==> src/inc/eei_pkg.sv <==
// eei_pkg: constants and types of the ethernet error injector
package eei_pkg;
  // one second of the 25 MHz clock
  localparam int unsigned CLK_NS = 40;
  localparam int unsigned SEC_NS = 1000000000;
  localparam int unsigned SEC_CYC = SEC_NS / CLK_NS;
  localparam logic [3:0] TEN_LAST = 4'h9;
  // lanes and skew history depth
  localparam int NL = 4;
  localparam int HD = 64;
  localparam int SKW = 6;
  localparam int DW = 32;
  localparam int CW = 16;
  // register byte addresses
  localparam logic [7:0] A_CTRL = 8'h00;
  localparam logic [7:0] A_BURST = 8'h04;
  localparam logic [7:0] A_TRIG = 8'h08;
  localparam logic [7:0] A_LANE = 8'h0c;
  localparam logic [7:0] A_SKEW = 8'h10;
  localparam logic [7:0] A_FREQ = 8'h14;
  localparam logic [7:0] A_NFRM = 8'h18;
  localparam logic [7:0] A_STAT = 8'h1c;
  // control, trigger and status word fields
  localparam int F_MODE = 0;
  localparam int F_ALARM = 4;
  localparam int F_TGT = 8;
  localparam int F_EXP = 12;
  localparam int F_R1G = 16;
  localparam int F_FEC = 17;
  localparam int F_GO = 0;
  localparam int F_BUSY = 0;
  localparam int F_CNT = 16;
  // corruption patterns
  localparam logic [31:0] FLIP = 32'h0000_0001;
  localparam logic [31:0] FEC_FLIP = 32'h0000_03ff;
  localparam logic [1:0] SH_BAD = 2'h0;
  typedef enum logic [2:0] {
    M_OFF = 3'h0, M_MAN = 3'h1, M_SEC = 3'h2, M_SEC10 = 3'h3,
    M_RATIO = 3'h4, M_PBURST = 3'h5, M_ALT = 3'h6, M_ALL = 3'h7
  } eei_mode_t;
  typedef enum logic [3:0] {
    T_FCS = 4'h0, T_PRE = 4'h1, T_IPC = 4'h2, T_L4C = 4'h3,
    T_PAT = 4'h4, T_SEQ = 4'h5, T_SYM = 4'h6, T_FEC = 4'h7,
    T_PCS = 4'h8
  } eei_tgt_t;
  typedef enum logic [1:0] {S_IDLE = 2'h1, S_BURST = 2'h2} eei_st_t;
  // blocks per burst for exponent 2..7; lower codes clamp to 2
  function automatic logic [23:0] eei_pow10(input logic [2:0] k);
    case (k)
      3'h3: eei_pow10 = 24'h0003e8;
      3'h4: eei_pow10 = 24'h002710;
      3'h5: eei_pow10 = 24'h0186a0;
      3'h6: eei_pow10 = 24'h0f4240;
      3'h7: eei_pow10 = 24'h989680;
      default: eei_pow10 = 24'h000064;
    endcase
  endfunction : eei_pow10
endpackage : eei_pkg

==> src/eei_injector.sv <==
// eei_injector: error, alarm, skew and rate offset injection
`timescale 1ns/10ps
`default_nettype none
// How it works
// - mode off injects no errors and aborts any running burst; alarm, skew and trim still apply
// - alarm select drives the alarm output continuously, no burst control
// - manual mode: each trigger injects exactly one burst then stops
// - one-second mode: a burst starts every second without trigger
// - ten-second mode: a burst starts every tenth second tick
// - ratio mode: one burst per 10^k blocks, trigger ignored
// - fcs target flips a bit in the fcs word
// - preamble target flips a bit of the preamble word
// - ip checksum target flips a bit of the ipv4 checksum word
// - layer-4 target flips a bit of the tcp or udp checksum word
// - pattern target flips a bit in the payload test pattern
// - sequence target flips a bit of the sequence number word
// - symbol target at 10g forces an invalid sync header
// - symbol target at 1g or below raises the mii error signal
// - fec target with fec enabled corrupts one coded symbol
// - pcs burst mode injects the configured count once per trigger, then stops
// - alternate mode starts a burst once per configured frame count
// - all mode starts a burst at every frame start
// - pcs errors hit only lanes selected in the lane mask
// - selected lanes are delayed by the skew count in bit times
// - skew count zero passes every lane with no delay
// - signed deviation drives the rate trim, positive is faster
module eei_injector #(
  parameter int unsigned SEC_CYCLES = eei_pkg::SEC_CYC
) (
  input wire logic clk,
  input wire logic reset,
  input wire logic [7:0] addr,
  input wire logic [31:0] wrData,
  input wire logic wrStb,
  input wire logic rdStb,
  output logic [31:0] rdData,
  input wire logic [31:0] inData,
  input wire logic inValid,
  input wire logic inSof,
  input wire logic inEof,
  input wire logic [3:0] inTag,
  input wire logic [1:0] inSync,
  input wire logic [3:0] laneIn,
  output logic [31:0] outData,
  output logic outValid,
  output logic outSof,
  output logic outEof,
  output logic [1:0] outSync,
  output logic txEr,
  output logic alarmOut,
  output logic [3:0] laneOut,
  output logic signed [15:0] freqTrim
);

  typedef struct packed {
    eei_pkg::eei_mode_t mode;
    logic alarm;
    eei_pkg::eei_tgt_t tgt;
    logic [2:0] expo;
    logic rate1g;
    logic fecEn;
    logic [15:0] blen;
    logic [3:0] lmask;
    logic [5:0] skew;
    logic [15:0] freq;
    logic [15:0] nfrm;
    eei_pkg::eei_st_t st;
    logic [15:0] rem;
    logic [15:0] injCnt;
    logic [31:0] secCnt;
    logic [3:0] tenCnt;
    logic [23:0] blkCnt;
    logic [15:0] frmCnt;
    logic [63:0][3:0] hist;
    logic [31:0] oData;
    logic oValid;
    logic oSof;
    logic oEof;
    logic [1:0] oSync;
    logic oEr;
    logic oAlarm;
    logic [3:0] oLane;
    logic [15:0] oFreq;
    logic [31:0] rdData;
  } eei_state_t;

  eei_state_t r;
  eei_state_t next_r;
  logic trig;
  logic secTick;
  logic ratTick;
  logic frmTick;
  logic hit;
  logic start;
  logic [3:0] laneSk;
  logic [3:0] laneErr;

  // frame field targets hit their tagged word, others any valid word
  function automatic logic isUnit(input eei_pkg::eei_tgt_t t,
                                  input logic [3:0] tag);
    isUnit = (t == eei_pkg::T_SYM) || (t == eei_pkg::T_FEC) ||
             (t == eei_pkg::T_PCS) || (tag == t);
  endfunction : isUnit

  ////////////////////////////////////////////////////////////////////
  assign trig = wrStb && addr == eei_pkg::A_TRIG && wrData[eei_pkg::F_GO];
  assign secTick = r.secCnt == SEC_CYCLES - 1;
  // >= keeps the count sane when the exponent shrinks mid-run
  assign ratTick = inValid &&
    r.blkCnt >= eei_pkg::eei_pow10(r.expo) - 24'h1;
  assign frmTick = inValid && inSof && r.frmCnt >= r.nfrm - 16'h1;
  assign hit = r.st == eei_pkg::S_BURST && r.mode != eei_pkg::M_OFF &&
    inValid && isUnit(r.tgt, inTag);

  for (genvar i = 0; i < eei_pkg::NL; i++) begin : g_lane
    assign laneSk[i] = (r.lmask[i] && r.skew != '0) ?
      r.hist[r.skew - 6'h1][i] : laneIn[i];
    assign laneErr[i] = hit && r.tgt == eei_pkg::T_PCS && r.lmask[i];
  end

  ////////////////////////////////////////////////////////////////////
  always_comb begin
    next_r = r;
    start = 1'b0;
    // free running second timer; block counter advances on valid input, frame counter on valid frame start
    next_r.secCnt = secTick ? '0 : r.secCnt + 32'h1;
    if (secTick) begin
      next_r.tenCnt = (r.tenCnt == eei_pkg::TEN_LAST) ? 4'h0 :
        r.tenCnt + 4'h1;
    end
    if (inValid) begin
      next_r.blkCnt = ratTick ? '0 : r.blkCnt + 24'h1;
    end
    if (inValid && inSof) begin
      next_r.frmCnt = frmTick ? '0 : r.frmCnt + 16'h1;
    end
    // burst start source per mode
    unique case (r.mode)
      eei_pkg::M_OFF: start = 1'b0;
      eei_pkg::M_MAN: start = trig;
      eei_pkg::M_PBURST: start = trig;
      eei_pkg::M_SEC: start = secTick;
      eei_pkg::M_SEC10: start = secTick && r.tenCnt == eei_pkg::TEN_LAST;
      eei_pkg::M_RATIO: start = ratTick;
      eei_pkg::M_ALT: start = frmTick;
      eei_pkg::M_ALL: start = inValid && inSof;
    endcase
    // starts while busy are dropped so a new start never cuts a burst short; only mode off aborts it
    unique case (r.st)
      eei_pkg::S_IDLE: begin
        if (start && r.blen != '0) begin
          next_r.st = eei_pkg::S_BURST;
          next_r.rem = r.blen;
        end
      end
      eei_pkg::S_BURST: begin
        if (hit) begin
          next_r.rem = r.rem - 16'h1;
          if (r.rem == 16'h1) begin
            next_r.st = eei_pkg::S_IDLE;
            next_r.injCnt = r.injCnt + 16'h1;
          end
        end
      end
      default: next_r.st = eei_pkg::S_IDLE;
    endcase
    if (r.mode == eei_pkg::M_OFF) begin
      next_r.st = eei_pkg::S_IDLE;
    end
    // stream path, one cycle of latency for every signal
    next_r.oData = inData;
    next_r.oValid = inValid;
    next_r.oSof = inSof;
    next_r.oEof = inEof;
    next_r.oSync = inSync;
    next_r.oEr = 1'b0;
    if (hit) begin
      unique case (r.tgt)
        eei_pkg::T_FCS: next_r.oData = inData ^ eei_pkg::FLIP;
        eei_pkg::T_PRE: next_r.oData = inData ^ eei_pkg::FLIP;
        eei_pkg::T_IPC: next_r.oData = inData ^ eei_pkg::FLIP;
        eei_pkg::T_L4C: next_r.oData = inData ^ eei_pkg::FLIP;
        eei_pkg::T_PAT: next_r.oData = inData ^ eei_pkg::FLIP;
        eei_pkg::T_SEQ: next_r.oData = inData ^ eei_pkg::FLIP;
        eei_pkg::T_SYM: begin
          if (r.rate1g) begin
            next_r.oEr = 1'b1;
          end else begin
            next_r.oSync = eei_pkg::SH_BAD;
          end
        end
        eei_pkg::T_FEC: begin
          if (r.fecEn) begin
            next_r.oData = inData ^ eei_pkg::FEC_FLIP;
          end
        end
        eei_pkg::T_PCS: next_r.oData = inData;
        default: next_r.oData = inData;
      endcase
    end
    next_r.hist = {r.hist[eei_pkg::HD-2:0], laneIn};
    next_r.oLane = laneSk ^ laneErr;
    next_r.oAlarm = r.alarm;
    next_r.oFreq = r.freq;
    // register writes
    if (wrStb) begin
      unique case (addr)
        eei_pkg::A_CTRL: begin
          next_r.mode = eei_pkg::eei_mode_t'(wrData[eei_pkg::F_MODE +: 3]);
          next_r.alarm = wrData[eei_pkg::F_ALARM];
          next_r.tgt = eei_pkg::eei_tgt_t'(wrData[eei_pkg::F_TGT +: 4]);
          next_r.expo = wrData[eei_pkg::F_EXP +: 3];
          next_r.rate1g = wrData[eei_pkg::F_R1G];
          next_r.fecEn = wrData[eei_pkg::F_FEC];
        end
        eei_pkg::A_BURST: next_r.blen = wrData[eei_pkg::CW-1:0];
        eei_pkg::A_LANE: next_r.lmask = wrData[eei_pkg::NL-1:0];
        eei_pkg::A_SKEW: next_r.skew = wrData[eei_pkg::SKW-1:0];
        eei_pkg::A_FREQ: next_r.freq = wrData[eei_pkg::CW-1:0];
        eei_pkg::A_NFRM: next_r.nfrm = wrData[eei_pkg::CW-1:0];
        default: next_r.blen = r.blen;
      endcase
    end
    // read data stand for one cycle only
    next_r.rdData = '0;
    if (rdStb) begin
      unique case (addr)
        eei_pkg::A_CTRL: begin
          next_r.rdData[eei_pkg::F_MODE +: 3] = r.mode;
          next_r.rdData[eei_pkg::F_ALARM] = r.alarm;
          next_r.rdData[eei_pkg::F_TGT +: 4] = r.tgt;
          next_r.rdData[eei_pkg::F_EXP +: 3] = r.expo;
          next_r.rdData[eei_pkg::F_R1G] = r.rate1g;
          next_r.rdData[eei_pkg::F_FEC] = r.fecEn;
        end
        eei_pkg::A_BURST: next_r.rdData[eei_pkg::CW-1:0] = r.blen;
        eei_pkg::A_TRIG: next_r.rdData[eei_pkg::CW-1:0] = r.rem;
        eei_pkg::A_LANE: next_r.rdData[eei_pkg::NL-1:0] = r.lmask;
        eei_pkg::A_SKEW: next_r.rdData[eei_pkg::SKW-1:0] = r.skew;
        eei_pkg::A_FREQ: next_r.rdData[eei_pkg::CW-1:0] = r.freq;
        eei_pkg::A_NFRM: next_r.rdData[eei_pkg::CW-1:0] = r.nfrm;
        eei_pkg::A_STAT: begin
          next_r.rdData[eei_pkg::F_BUSY] = r.st == eei_pkg::S_BURST;
          next_r.rdData[eei_pkg::F_CNT +: 16] = r.injCnt;
        end
        default: next_r.rdData = '0;
      endcase
    end
  end

  always_ff @(posedge clk or posedge reset) begin
    if (reset) begin
      r <= '0;
      r.st <= eei_pkg::S_IDLE;
    end else begin
      r <= next_r;
    end
  end

  ////////////////////////////////////////////////////////////////////
  assign rdData = r.rdData;
  assign outData = r.oData;
  assign outValid = r.oValid;
  assign outSof = r.oSof;
  assign outEof = r.oEof;
  assign outSync = r.oSync;
  assign txEr = r.oEr;
  assign alarmOut = r.oAlarm;
  assign laneOut = r.oLane;
  assign freqTrim = r.oFreq;

  ////////////////////////////////////////////////////////////////////
  a_off_clean: assert property (
    @(posedge clk) disable iff (reset)
    r.mode == eei_pkg::M_OFF |=> outData == $past(inData) && !txEr)
    else $error("error injected while mode off");

  a_alarm_level: assert property (
    @(posedge clk) disable iff (reset)
    r.alarm && !wrStb |=> alarmOut ##1 alarmOut)
    else $error("alarm not held");

  a_burst_load: assert property (
    @(posedge clk) disable iff (reset)
    r.st == eei_pkg::S_IDLE && start && r.blen != '0 &&
    r.mode != eei_pkg::M_OFF |=> r.rem == $past(r.blen))
    else $error("burst length not sampled");

  a_burst_stop: assert property (
    @(posedge clk) disable iff (reset)
    hit && r.rem == 16'h1 |=> r.st == eei_pkg::S_IDLE)
    else $error("burst ran past its count");

  a_sec_start: assert property (
    @(posedge clk) disable iff (reset)
    r.mode == eei_pkg::M_SEC && !wrStb && secTick &&
    r.st == eei_pkg::S_IDLE && r.blen != '0 |=> r.st == eei_pkg::S_BURST)
    else $error("second burst missed");

  a_ten_wait: assert property (
    @(posedge clk) disable iff (reset)
    r.mode == eei_pkg::M_SEC10 && r.st == eei_pkg::S_IDLE &&
    r.tenCnt != eei_pkg::TEN_LAST |=> r.st == eei_pkg::S_IDLE)
    else $error("ten second burst too early");

  a_ratio_trig: assert property (
    @(posedge clk) disable iff (reset)
    r.mode == eei_pkg::M_RATIO && r.st == eei_pkg::S_IDLE && !ratTick
    |=> r.st == eei_pkg::S_IDLE)
    else $error("ratio burst without block count");

  a_fcs_flip: assert property (
    @(posedge clk) disable iff (reset)
    hit && r.tgt == eei_pkg::T_FCS |=> outData != $past(inData))
    else $error("fcs not corrupted");

  a_sym_mii: assert property (
    @(posedge clk) disable iff (reset)
    hit && r.tgt == eei_pkg::T_SYM && r.rate1g |=> txEr)
    else $error("mii error not raised");

  // back-to-back hits keep the pulse high, so check the idle side apart
  a_mii_idle: assert property (
    @(posedge clk) disable iff (reset)
    !(hit && r.tgt == eei_pkg::T_SYM && r.rate1g) |=> !txEr)
    else $error("mii error without a hit");

  a_lane_mask: assert property (
    @(posedge clk) disable iff (reset)
    !r.lmask[0] |=> laneOut[0] == $past(laneIn[0]))
    else $error("unselected lane touched");

  a_lane_hit: assert property (
    @(posedge clk) disable iff (reset)
    hit && r.tgt == eei_pkg::T_PCS && r.lmask[0] |=>
    laneOut[0] != $past(laneSk[0]))
    else $error("selected lane not errored");

  a_zero_skew: assert property (
    @(posedge clk) disable iff (reset)
    r.skew == '0 && !hit |=> laneOut == $past(laneIn))
    else $error("skew inserted at zero");

  a_stream_pass: assert property (
    @(posedge clk) disable iff (reset)
    1'b1 |=> outValid == $past(inValid) && outSof == $past(inSof) &&
    outEof == $past(inEof))
    else $error("frame markers altered");

endmodule : eei_injector
`default_nettype wire

==> config.mk <==
export PLATFORM = sky130hd
export DESIGN_NAME = eei_injector
export DESIGN_NICKNAME = d
export VERILOG_FILES = /design/src/inc/eei_pkg.sv /design/src/eei_injector.sv
export SDC_FILE = /design/constraint.sdc
export NUM_CORES = 1
export LEC_CHECK = 0
export BUFFER_PORTS_ARGS = -buffer_cell sky130_fd_sc_hd__buf_2
export CORE_ASPECT_RATIO = 0.8
export CORE_MARGIN = 2
export CORE_UTILIZATION = 60
export CTS_CLUSTER_DIAMETER = 80
export DETAILED_ROUTE_END_ITERATION = 10
export HOLD_SLACK_MARGIN = 0.1
export PLACE_DENSITY = 0.91
export SYNTH_ARGS = -nofsm -noshare
export SYNTH_HDL_FRONTEND = slang
export SYNTH_SLANG_ARGS = --single-unit
==> constraint.sdc <==
create_clock -name clk -period 21.9 [get_ports clk]
set_clock_uncertainty 0.15 [all_clocks]
set_input_delay 4.38 -clock clk [delete_from_list [all_inputs] [get_ports clk]]
set_output_delay 4.38 -clock clk [all_outputs]
set_load 0.05 [all_outputs]
## Yosys cells after proc, flatten, opt, wreduce, memory -nomap -nowiden

Cells that the tools add are included.

- Add/subtract/negate cells: 9
- $mul: 0
- Div/mod/pow operators: 0
- Magnitude comparators: 3
- Eq/ne operators: 38
- Shift operators: 0
- Mux-type cells: 37
- Bitwise gates (word level): 3
- Reductions and logical operators: 40

Operators by type and width:

| operator | number |
|---|---|
| case mux 24 bit (5 select lines) | 1 |
| 2-to-1 mux 32 bit | 2 |
| case mux 7 bit (5 select lines) | 1 |
| 2-to-1 mux 34 bit | 1 |
| adder 16 x 1 -> 16 bit, second input constant | 2 |
| adder 32 x 1 -> 32 bit, second input constant | 1 |
| equality test 32 x 25 -> 1 bit, second input constant | 1 |
| equality test 8 x 5 -> 1 bit, second input constant | 4 |
| 2-to-1 mux 16 bit | 2 |
| case mux 16 bit (2 select lines) | 1 |
| subtractor 16 x 1 -> 16 bit, second input constant | 2 |
| adder 24 x 1 -> 24 bit, second input constant | 1 |
| binary-select mux 4 bit (select 6 bit) | 1 |
| equality test 3 bit, second input constant | 8 |
| greater-or-equal comparator 24 bit | 1 |
| 2-to-1 mux 24 bit | 1 |
| subtractor 24 x 1 -> 24 bit, second input constant | 1 |
| 2-to-1 mux 10 bit | 2 |
| case mux 10 bit (2 select lines) | 1 |
| logical AND 1 bit | 19 |
| 2-to-1 mux 18 bit | 1 |
| equality test 16 x 1 -> 1 bit, second input constant | 1 |
| equality test 4 x 3 -> 1 bit, second input constant | 4 |
| equality test 8 x 4 -> 1 bit, second input constant | 2 |
| other kinds (43) | 69 |

- Register bits after elaboration: 528
- Latch bits: 0
- RAM bits: 0
- Bits in read-only memories: 0
- Output and inout port bits: 91
- Logic and storage cells: 222
- Memories: 0

## Logic depth before layout (Yosys ltp)

Gate-level depths: netlist of the first run.

- Word-level depth: 10
- Gate-level depth with buffers: 16
- Gate-level depth less buffers: 15

## Least setup slack after synthesis of the first run

OpenSTA, ideal clock, no wires.

- Path kind: input to register
- Start: in addr[5]
- End: reg r[442] (netlist name)
- Setup time: 0.094 ns
- Arrival time: 6.185 ns
- Data required time: 21.656 ns
- Setup slack: 15.472 ns
- Stages on the path: 10
- Cell sequence: or3_1 > buf_2 > nor3_4 > a21bo_1 > a22o_1 > buf_4 > or2_1 > o31ai_4 > buf_4 > a211oi_1

- Word-level cells in the longest chain between the ends: 7

RTL lines:

| element | line | source |
|---|---|---|
| from (decl) | eei_injector.sv:32 | `input wire logic [7:0] addr,` |
| equality test 8 x 4 -> 1 bit | eei_injector.sv:106 | `assign trig = wrStb && addr == eei_pkg::A_TRIG && wrData[eei_pkg::F_GO];` |
| logical AND 1 bit (2 in a row) | eei_injector.sv:106 |  |
| case mux 1 bit (7 select lines) | eei_injector.sv:138 | `unique case (r.mode)` |
| logical AND 1 bit | eei_injector.sv:151 | `if (start && r.blen != '0) begin` |
| != test 2 bit (no line) | n/a |  |
| AND reduction 3 bit (no line) | n/a |  |
| to (signal assigned) | eei_injector.sv:256 | `r <= next_r;` |
| to (decl) | eei_injector.sv:87 | `eei_state_t r;` |

No other way between the ends.
A chain may end at the register's enable or synchronous reset.

==> key figures, run 1 <==
Run status
  – Run status: finished clean

Clock network
  – Max H-tree Level: 2
  – Clock insertion delay at the later pin of the skew report: 570 ps
  – Post-CTS Resized: 0
  – Buffer depth of the longest clock path: 3
  – Number of setup buffers added after CTS: 0
  – TritonCTS clock tree: yes
  – Clock sink count: 528
  – Cts bufs inserted: 48
  – CTS Hold Bufs: 0
  – Clock root buffer master: sky130_fd_sc_hd__clkbuf_16
  – Clock input transition at the sequential cells of the worst setup and hold paths: 70 ps

Critical path
  – Required time at the endpoint of the critical path: 22120 ps
  – Data arrival, critical path: 7300 ps
  – WS Path Type: primary input to flip-flop
  – Max Fanout on Critical Path: 23
  – Startpoint type of the worst setup path: primary input
  – Kind of end point of the critical path: flip-flop

Route
  – Post-detailed-route count of antenna-violating nets: 0
  – Routed wirelength normalized by instance count: 22.2 microns
  – Drt first pass iters: 7
  – Vias per cell: 6.22
  – Number of vias after detailed routing: 14100
  – DRC violation count after routing: 0
  – First-iteration detailed-routing DRC count: 1559
  – Final Routed Wirelength: 50400 microns

Floorplanning
  – Die Outline Area: 38400 sq um
  – Vert. Die Dim: 176 microns
  – FP Rows: 62
  – Die Width: 219 microns
  – Io pins: 180
  – Starting density of the core: 0.613
  – Core footprint: 36100 sq um

Layout
  – Final non-filler cell total: 2273
  – Fillcell total: 2322
  – Area overhead of the layout relative to synthesis: 10.4%
  – Final standard cell utilization of the core: 0.677
  – Post-layout nets: 1890
  – Fraction of final layout cells sized beyond drive strength 1: 0.244

Logic synthesis
  – Post-synth ARST share: 1.00
  – Largest area contributor in the netlist: sky130_fd_sc_hd__dfrtp_1
  – Synthesis warning total: 0
  – Portion of synthesized cell area occupied by the leading cell type: 0.597
  – Register bit count reported by yosys: 528
  – Distinct cells, synth: 69
  – Leading register cell type out of synthesis: sky130_fd_sc_hd__dfrtp_1
  – Average cell area after synthesis: 13.3 sq um
  – Total standard cell area after synthesis: 22100 sq um
  – Gate count after technology mapping: 1662
  – Sequential fraction of the synthesis area: 0.598
  – Synth area leaders: sky130_fd_sc_hd__dfrtp_1 (60%), sky130_fd_sc_hd__mux4_2 (8.2%), sky130_fd_sc_hd__mux2_2 (3.8%)
  – Number of flops mapped to enable cells by yosys: 0

Global route
  – Maximum number of pins on one net before global-route repair: 202
  – Global-route usage over all layers: 0.270
  – Wire length of the first global-routing pass: 80900 microns
  – Via count of the first global-routing pass: 14700
  – Remaining global-route overflow: 0
  – Antenna violations before repair: 3

STA
  – Max Clock Freq: 141 MHz
  – Total negative slack: 0 ps
  – Max-slew headroom: 0.145
  – Setup violation total in the final timing report: 0
  – Total count of hold-check failures in the final report: 0
  – Slew at the pin closest to its max-slew limit: 1270 ps
  – Fin crit period: 7070 ps
  – Max Transition Viols Final: 0
  – Setup repair after global routing missed its margin: no
  – Period Utilization, post-route: 0.323

Pwr
  – Total power after layout: 0.00212 W
  – Leak pwr: 11.4 nW
  – Power density relative to cell area: 86.7 nW/um^2
  – VDD IR-drop max: 65.7 uV

Placement
  – PortBufs: 165
  – Total half-perimeter wirelength after legalization and detailed placement: 32700 microns
  – Placed Cells: 2184
  – Routability congestion estimate: 0.912

Hold path
  – Path category of the worst min-delay check: flip-flop to flip-flop

Job
  – Max-capacitance violation count: 0
-- cell usage in the layout, fill, tap and decap left out, drive strengths merged, types with 11 or more instances in the layout --
cell and count:
inv 46, and3 37, a31oi 15, xor2 57
a211oi 13, o21ai 40, a22oi 21, clkbuf 67
a21oi 50, ha 47, dfrtp 527, nand3 46
nor3 31, mux4 80, buf 182, nand4 19
nor4 15, nand2 101, nor2b 11, nor2 110
mux2 75, xnor2 49, a222oi 14
-- logic make-up (layout without fill, tap and decap cells) --
| logic type | count (synthesis) | in the layout | synth area share |
|---|---|---|---|
| DFF | 528 | 528 | 0.598 |
| and+or+nand+nor | 425 | 425 | 0.0966 |
| other | 1 | 6 | 0.000170 |
| buffers and inverters | 185 | 311 | 0.0485 |
| muxes | 164 | 164 | 0.124 |
| xor gates and xnor gates | 106 | 106 | 0.0424 |
| AOI/OAI and AO/OA | 206 | 206 | 0.0639 |
| adders and majority gates | 47 | 47 | 0.0266 |
-- sequential cells by signal, indices dropped and copies added, names as in the netlist, 2 cells and up --
register	count
freqTrim	16
laneOut	4
next_r	269
outData	32
outSync	2
r	168
rdData	32
-- where the power goes --
| part | total, W | switching [W] | internal [W] | leakage [nW] |
|---|---|---|---|---|
| Clock | 0.000856 | 0.000365 | 0.000490 | 0.788 |
| Combinational | 0.000205 | 0.000121 | 0.0000847 | 3.85 |
| Sequential | 0.00105 | 0.0000388 | 0.00102 | 6.74 |
| Total | 0.00212 | 0.000525 | 0.00159 | 11.4 |
-- final cells by class --
cell class,instances,area (sq um),share of cell area
Sequential cell,528,13200,0.542
Multi-Input combinational cell,951,7840,0.321
Clock buffer,67,1340,0.0550
Timing Repair Buffer,182,966,0.0396
Tap cell,480,601,0.0246
Clock inverter,19,256,0.0105
Inverter,43,169,0.00692
Antenna cell,3,7.51,0.000308
-- per-stage QoR --
stage	setup WS, ps	cell area, sq um	hold WS (ps)
finish	14830	24400	214
global route	14720	24400	224
CTS	14910	24400	219
detailed placement	14400	22800	206
global placement	14500	22800	201
floorplan	2620	22100	199
-- metal layers --
layer / share of wire / vias up / GRT usage
met1: 0.39 / 7197 / 0.363
li1: - / 6050 / -
met4: 0.035 / 2 / 0.101
met2: 0.49 / 720 / 0.444
met3: 0.080 / 169 / 0.0525
met5: 0.00026 / - / 0
-- synthesized netlist by cell type (37+ instances only) --
cell	count
sky130_fd_sc_hd__and3_1	37
sky130_fd_sc_hd__mux4_2	80
sky130_fd_sc_hd__inv_1	42
sky130_fd_sc_hd__nor2_1	110
sky130_fd_sc_hd__dfrtp_1	527
sky130_fd_sc_hd__xnor2_1	48
sky130_fd_sc_hd__nand2_1	101
sky130_fd_sc_hd__a21oi_1	50
sky130_fd_sc_hd__ha_1	47
sky130_fd_sc_hd__mux2_2	75
sky130_fd_sc_hd__xor2_1	57
sky130_fd_sc_hd__buf_4	90
sky130_fd_sc_hd__nand3_1	46
sky130_fd_sc_hd__o21ai_0	40
-- worst max-delay path, stage by stage --
cell and delay (ps):
sky130_fd_sc_hd__buf_2 100, sky130_fd_sc_hd__xor2_1 130, sky130_fd_sc_hd__nor4_1 520, sky130_fd_sc_hd__o2111a_1 810, sky130_fd_sc_hd__nand2b_1 240, sky130_fd_sc_hd__nor3_2 890
sky130_fd_sc_hd__xor2_1 210
-- worst paths after layout --
path	cells past startpoint	slack, ps	from	endpoint
worst max-delay path	7	14830	inTag[3]	outData[1]
worst min-delay path	0	210	next_r[249]	next_r[253]
worst max register to register	14	16630	r[461]	r[453]
worst min register to register	0	210	next_r[249]	next_r[253]
max in group asynchronous	4	15440	reset	r[489]
min in group asynchronous	2	3730	reset	outData[28]
Note: power is estimated with default switching activity, not from simulation.
==> run 2, diff against run 1 <==
--- a/config.mk
+++ b/config.mk
@@ -5,14 +5,15 @@
 export SDC_FILE = /design/constraint.sdc
 export NUM_CORES = 1
 export LEC_CHECK = 0
+export ABC_AREA = 1
 export BUFFER_PORTS_ARGS = -buffer_cell sky130_fd_sc_hd__buf_2
 export CORE_ASPECT_RATIO = 0.8
 export CORE_MARGIN = 2
-export CORE_UTILIZATION = 60
+export CORE_UTILIZATION = 54
 export CTS_CLUSTER_DIAMETER = 80
 export DETAILED_ROUTE_END_ITERATION = 10
 export HOLD_SLACK_MARGIN = 0.1
-export PLACE_DENSITY = 0.91
+export PLACE_DENSITY = 0.87
 export SYNTH_ARGS = -nofsm -noshare
 export SYNTH_HDL_FRONTEND = slang
 export SYNTH_SLANG_ARGS = --single-unit
==> constraint.sdc (replaced) <==
create_clock -name clk -period 5.9 [get_ports clk]
set_clock_uncertainty 0.15 [all_clocks]
set_input_delay 1.18 -clock clk [delete_from_list [all_inputs] [get_ports clk]]
set_output_delay 1.18 -clock clk [all_outputs]
set_load 0.05 [all_outputs]
==> run 2 against run 1 <==
Die area increased by 18%. Sequential power rose to 3.8 times the previous value. Worst hold slack worse by 2.6 ps. Critical path depth grew 6. Largest cell class unchanged. Clock power rose to 3.9 times the previous value. Flip-flop and latch count is the same. Register-to-register slack got worse by 15000 ps. First-iteration DRC count increased by 28%.
==> key figures, run 2 <==
STA
  – Period Utilization, post-route: 0.731
  – Fin crit period: 4310 ps
  – Total count of hold-check failures in the final report: 0 (unchanged)
  – Setup violation total in the final timing report: 0 (unchanged)
  – Slew at the pin closest to its max-slew limit: 1180 ps (-96.8 ps)
  – Max Transition Viols Final: 0 (unchanged)
  – Max Clock Freq: 232 MHz
  – Total negative slack: 0 ps (unchanged)
  – Setup repair after global routing missed its margin: no
  – Max-slew headroom: 0.216 (+0.0702)
  – Worst Setup Slack, final: 1590 ps (-13240 ps)

Route
  – Drt first pass iters: 6 (-1)
  – Vias per cell: 5.61 (-9.7%)
  – Final Routed Wirelength: 56800 microns (+13%)
  – DRC violation count after routing: 0 (unchanged)
  – Post-detailed-route count of antenna-violating nets: 0 (unchanged)
  – First-iteration detailed-routing DRC count: 2000 (+28%)
  – Routed wirelength normalized by instance count: 17.5 microns (-21%)
  – Number of vias after detailed routing: 18200 (+29%)

Global route
  – Global-route usage over all layers: 0.255 (-0.0151)
  – Via count of the first global-routing pass: 18000 (+23%)
  – Maximum number of pins on one net before global-route repair: 201 (-0.50%)
  – Remaining global-route overflow: 0 (unchanged)
  – Wire length of the first global-routing pass: 93200 microns (+15%)
  – Antenna violations before repair: 1 (-2)

Critical path
  – Ordered list of cells on the worst path: inv_4 -> ha_1 -> xnor2_4 -> buf_4 -> inv_2 -> nand3_1 -> nand3_1 -> nand3_1 -> nand3_1 -> nand3_1 -> nand2_1 -> nand2_1 -> nand2_1
  – Family of cells with the greatest summed delay on the critical path: buffers and inverters
  – Data arrival, critical path: 4630 ps (-2670 ps)
  – Required time at the endpoint of the critical path: 6220 ps (-15900 ps)
  – Slowest CP cell: sky130_fd_sc_hd__inv_4
  – Max Fanout on Critical Path: 127 (+450%)
  – Peak per-stage delay on the critical path: 930 ps (+40 ps)
  – Critical path depth in cells: 13 (+6)
  – Most common cell type on the critical path: sky130_fd_sc_hd__nand3_1
  – Number of cells traversed by the worst register-to-register path: 13 (-1)
  – Kind of end point of the critical path: flip-flop
  – WS Path Type: flip-flop to flip-flop
  – Critical path buffers and inverters: 3 (+2)
  – Startpoint type of the worst setup path: flip-flop

Hold path
  – Path category of the worst min-delay check: flip-flop to flip-flop
  – Number of cells traversed by the worst hold path: 0 (unchanged)

Floorplanning
  – FP Rows: 68 (+9.7%)
  – Starting density of the core: 0.546 (-0.0665)
  – Die Outline Area: 45100 sq um (+18%)
  – Core footprint: 43000 sq um (+19%)
  – Io pins: 180 (unchanged)
  – Vert. Die Dim: 190 microns (+8.4%)
  – Die Width: 237 microns (+8.5%)

Logic synthesis
  – Sequential fraction of the synthesis area: 0.563 (-0.0349)
  – Average cell area after synthesis: 9.11 sq um (-31%)
  – Post-synth ARST share: 1.00 (unchanged)
  – Total standard cell area after synthesis: 23500 sq um (+6.2%)
  – Gate count after technology mapping: 2575 (+55%)
  – Top-count cell post-synth: sky130_fd_sc_hd__dfrtp_1
  – Most instantiated cells after synthesis: sky130_fd_sc_hd__dfrtp_1 (527), sky130_fd_sc_hd__nand2_1 (458), sky130_fd_sc_hd__nor2_1 (393)
  – Register bit count reported by yosys: 528 (unchanged)
  – Number of flops mapped to enable cells by yosys: 0 (unchanged)
  – Synth area leaders: sky130_fd_sc_hd__dfrtp_1 (56%), sky130_fd_sc_hd__nand2_1 (7.3%), sky130_fd_sc_hd__nor2_1 (6.3%)
  – Largest area contributor in the netlist: sky130_fd_sc_hd__dfrtp_1
  – Portion of synthesized cell area occupied by the leading cell type: 0.562 (-0.0348)
  – Leading register cell type out of synthesis: sky130_fd_sc_hd__dfrtp_1
  – Synthesis warning total: 0 (unchanged)
  – Distinct cells, synth: 56 (-19%)

Placement
  – Worst slack, placed: 1640 ps (-12760 ps)
  – Total half-perimeter wirelength after legalization and detailed placement: 37000 microns (+13%)
  – PortBufs: 165 (unchanged)
  – Routability congestion estimate: 0.939 (+2.9%)

Run status
  – Run status: finished clean

Layout
  – Post-layout nets: 2778 (+47%)
  – Ant. Diodes: 0 (-3)
  – Fraction of final layout cells sized beyond drive strength 1: 0.121 (-0.122)
  – Area overhead of the layout relative to synthesis: 10.1%
  – Most common library cell in the layout ignoring fill and taps: sky130_fd_sc_hd__dfrtp_1
  – Commonest cells after routing, fill and taps aside: sky130_fd_sc_hd__dfrtp_1 (526), sky130_fd_sc_hd__nand2_1 (458), sky130_fd_sc_hd__nor2_1 (393), sky130_fd_sc_hd__o21ai_0 (221), sky130_fd_sc_hd__inv_1 (216)
  – Flip-flop count of the largest register, all copies and words added: 269 (unchanged)

Pwr
  – Power density relative to cell area: 319 nW/um^2 (+270%)
  – VDD IR-drop max: 278 uV (+320%)
  – Leak pwr: 12.7 nW (+12%)

Clock network
  – Clock input transition at the sequential cells of the worst setup and hold paths: 60 ps (about the same)
  – Clock root buffer master: sky130_fd_sc_hd__clkbuf_16
  – Clock sink count: 528 (unchanged)
  – Cts bufs inserted: 51 (+6.3%)
  – Number of setup buffers added after CTS: 0 (unchanged)
  – Buffer depth of the longest clock path: 3 (unchanged)
  – CTS Hold Bufs: 0 (unchanged)
  – TritonCTS clock tree: yes
  – Clock insertion delay at the later pin of the skew report: 600 ps (+30 ps)
  – Max H-tree Level: 2 (unchanged)
  – Post-CTS Resized: 0 (unchanged)

Job
  – Max-capacitance violation count: 0 (unchanged)
-- run 2: cell count changes after synthesis, sizes merged, moves of 33 or more --
cell / delta
nand3: +134
nand2: +365
nor3: +37
o21ai: +189
mux4: -80
xnor2: -33
nor2: +291
and3: -36
inv: +188
mux2: -74
-- run 2: final cells by class --
type / count / area [sq um]
Inverter: 234 / 885
Timing Repair Buffer: 175 / 938
Clock inverter: 14 / 203
Fill cell: 3400 / 17100
Tap cell: 560 / 701
Sequential cell: 528 / 13200
Clock buffer: 78 / 1530
Multi-Input combinational cell: 1652 / 8360
-- run 2: worst paths after layout --
path                             start          end  slack, ps
hold reg to reg            next_r[321]  next_r[325]        210
hold / removal             next_r[321]  next_r[325]        210
setup reg to reg                r[489]   laneOut[3]       1590
min in group asynchronous        reset  next_r[126]        480
max in group asynchronous        reset       r[429]       3600
setup / recovery                r[489]   laneOut[3]       1590
-- run 2: power by group --
| group | switching [W] | leakage (nW) | total, W | internal [W] |
|---|---|---|---|---|
| Clock | 0.00138 | 0.849 | 0.00334 | 0.00196 |
| Sequential | 0.000169 | 6.66 | 0.00396 | 0.00379 |
| Combinational | 0.000652 | 5.22 | 0.000953 | 0.000300 |
| Total | 0.00220 | 12.7 | 0.00825 | 0.00605 |
-- run 2: cells by family (layout without fill, tap and decap cells) --
group,count (synthesis),in the layout,share of synthesized area
buffers and inverters,397,501,0.0813
DFF,528,528,0.563
and+or+nand+nor,1180,1180,0.218
other,1,3,0.000160
xor gates and xnor gates,84,84,0.0333
AOI/OAI and AO/OA,337,337,0.0782
adders and majority gates,47,47,0.0251
muxes,1,1,0.000480
-- run 2: per-layer routing --
layer | up-vias | global-route usage | wire [microns] | part of all wire
met3 | 158 | 0.0559 | 4820 | 0.085
met4 | 2 | 0.0827 | 1770 | 0.031
met2 | 822 | 0.394 | 25800 | 0.45
met1 | 8818 | 0.363 | 24400 | 0.43
met5 | - | 0 | 14 | 0.00025
li1 | 8394 | - | - | -
-- run 2: per-stage QoR --
stage	cell area, sq um	hold slack, ps	total power (W)	utilization	cells
4_1_cts	25800	206	0.00829	0.601	3241
6_report	25800	212	0.00825	0.601	3241
5_1_grt	25800	218	0.00860	0.601	3241
3_3_place_gp	24100	202	0.00489	0.561	3149
2_1_floorplan	23500	199	0.00469	-	2577
3_5_place_dp	24100	206	0.00495	0.561	3149
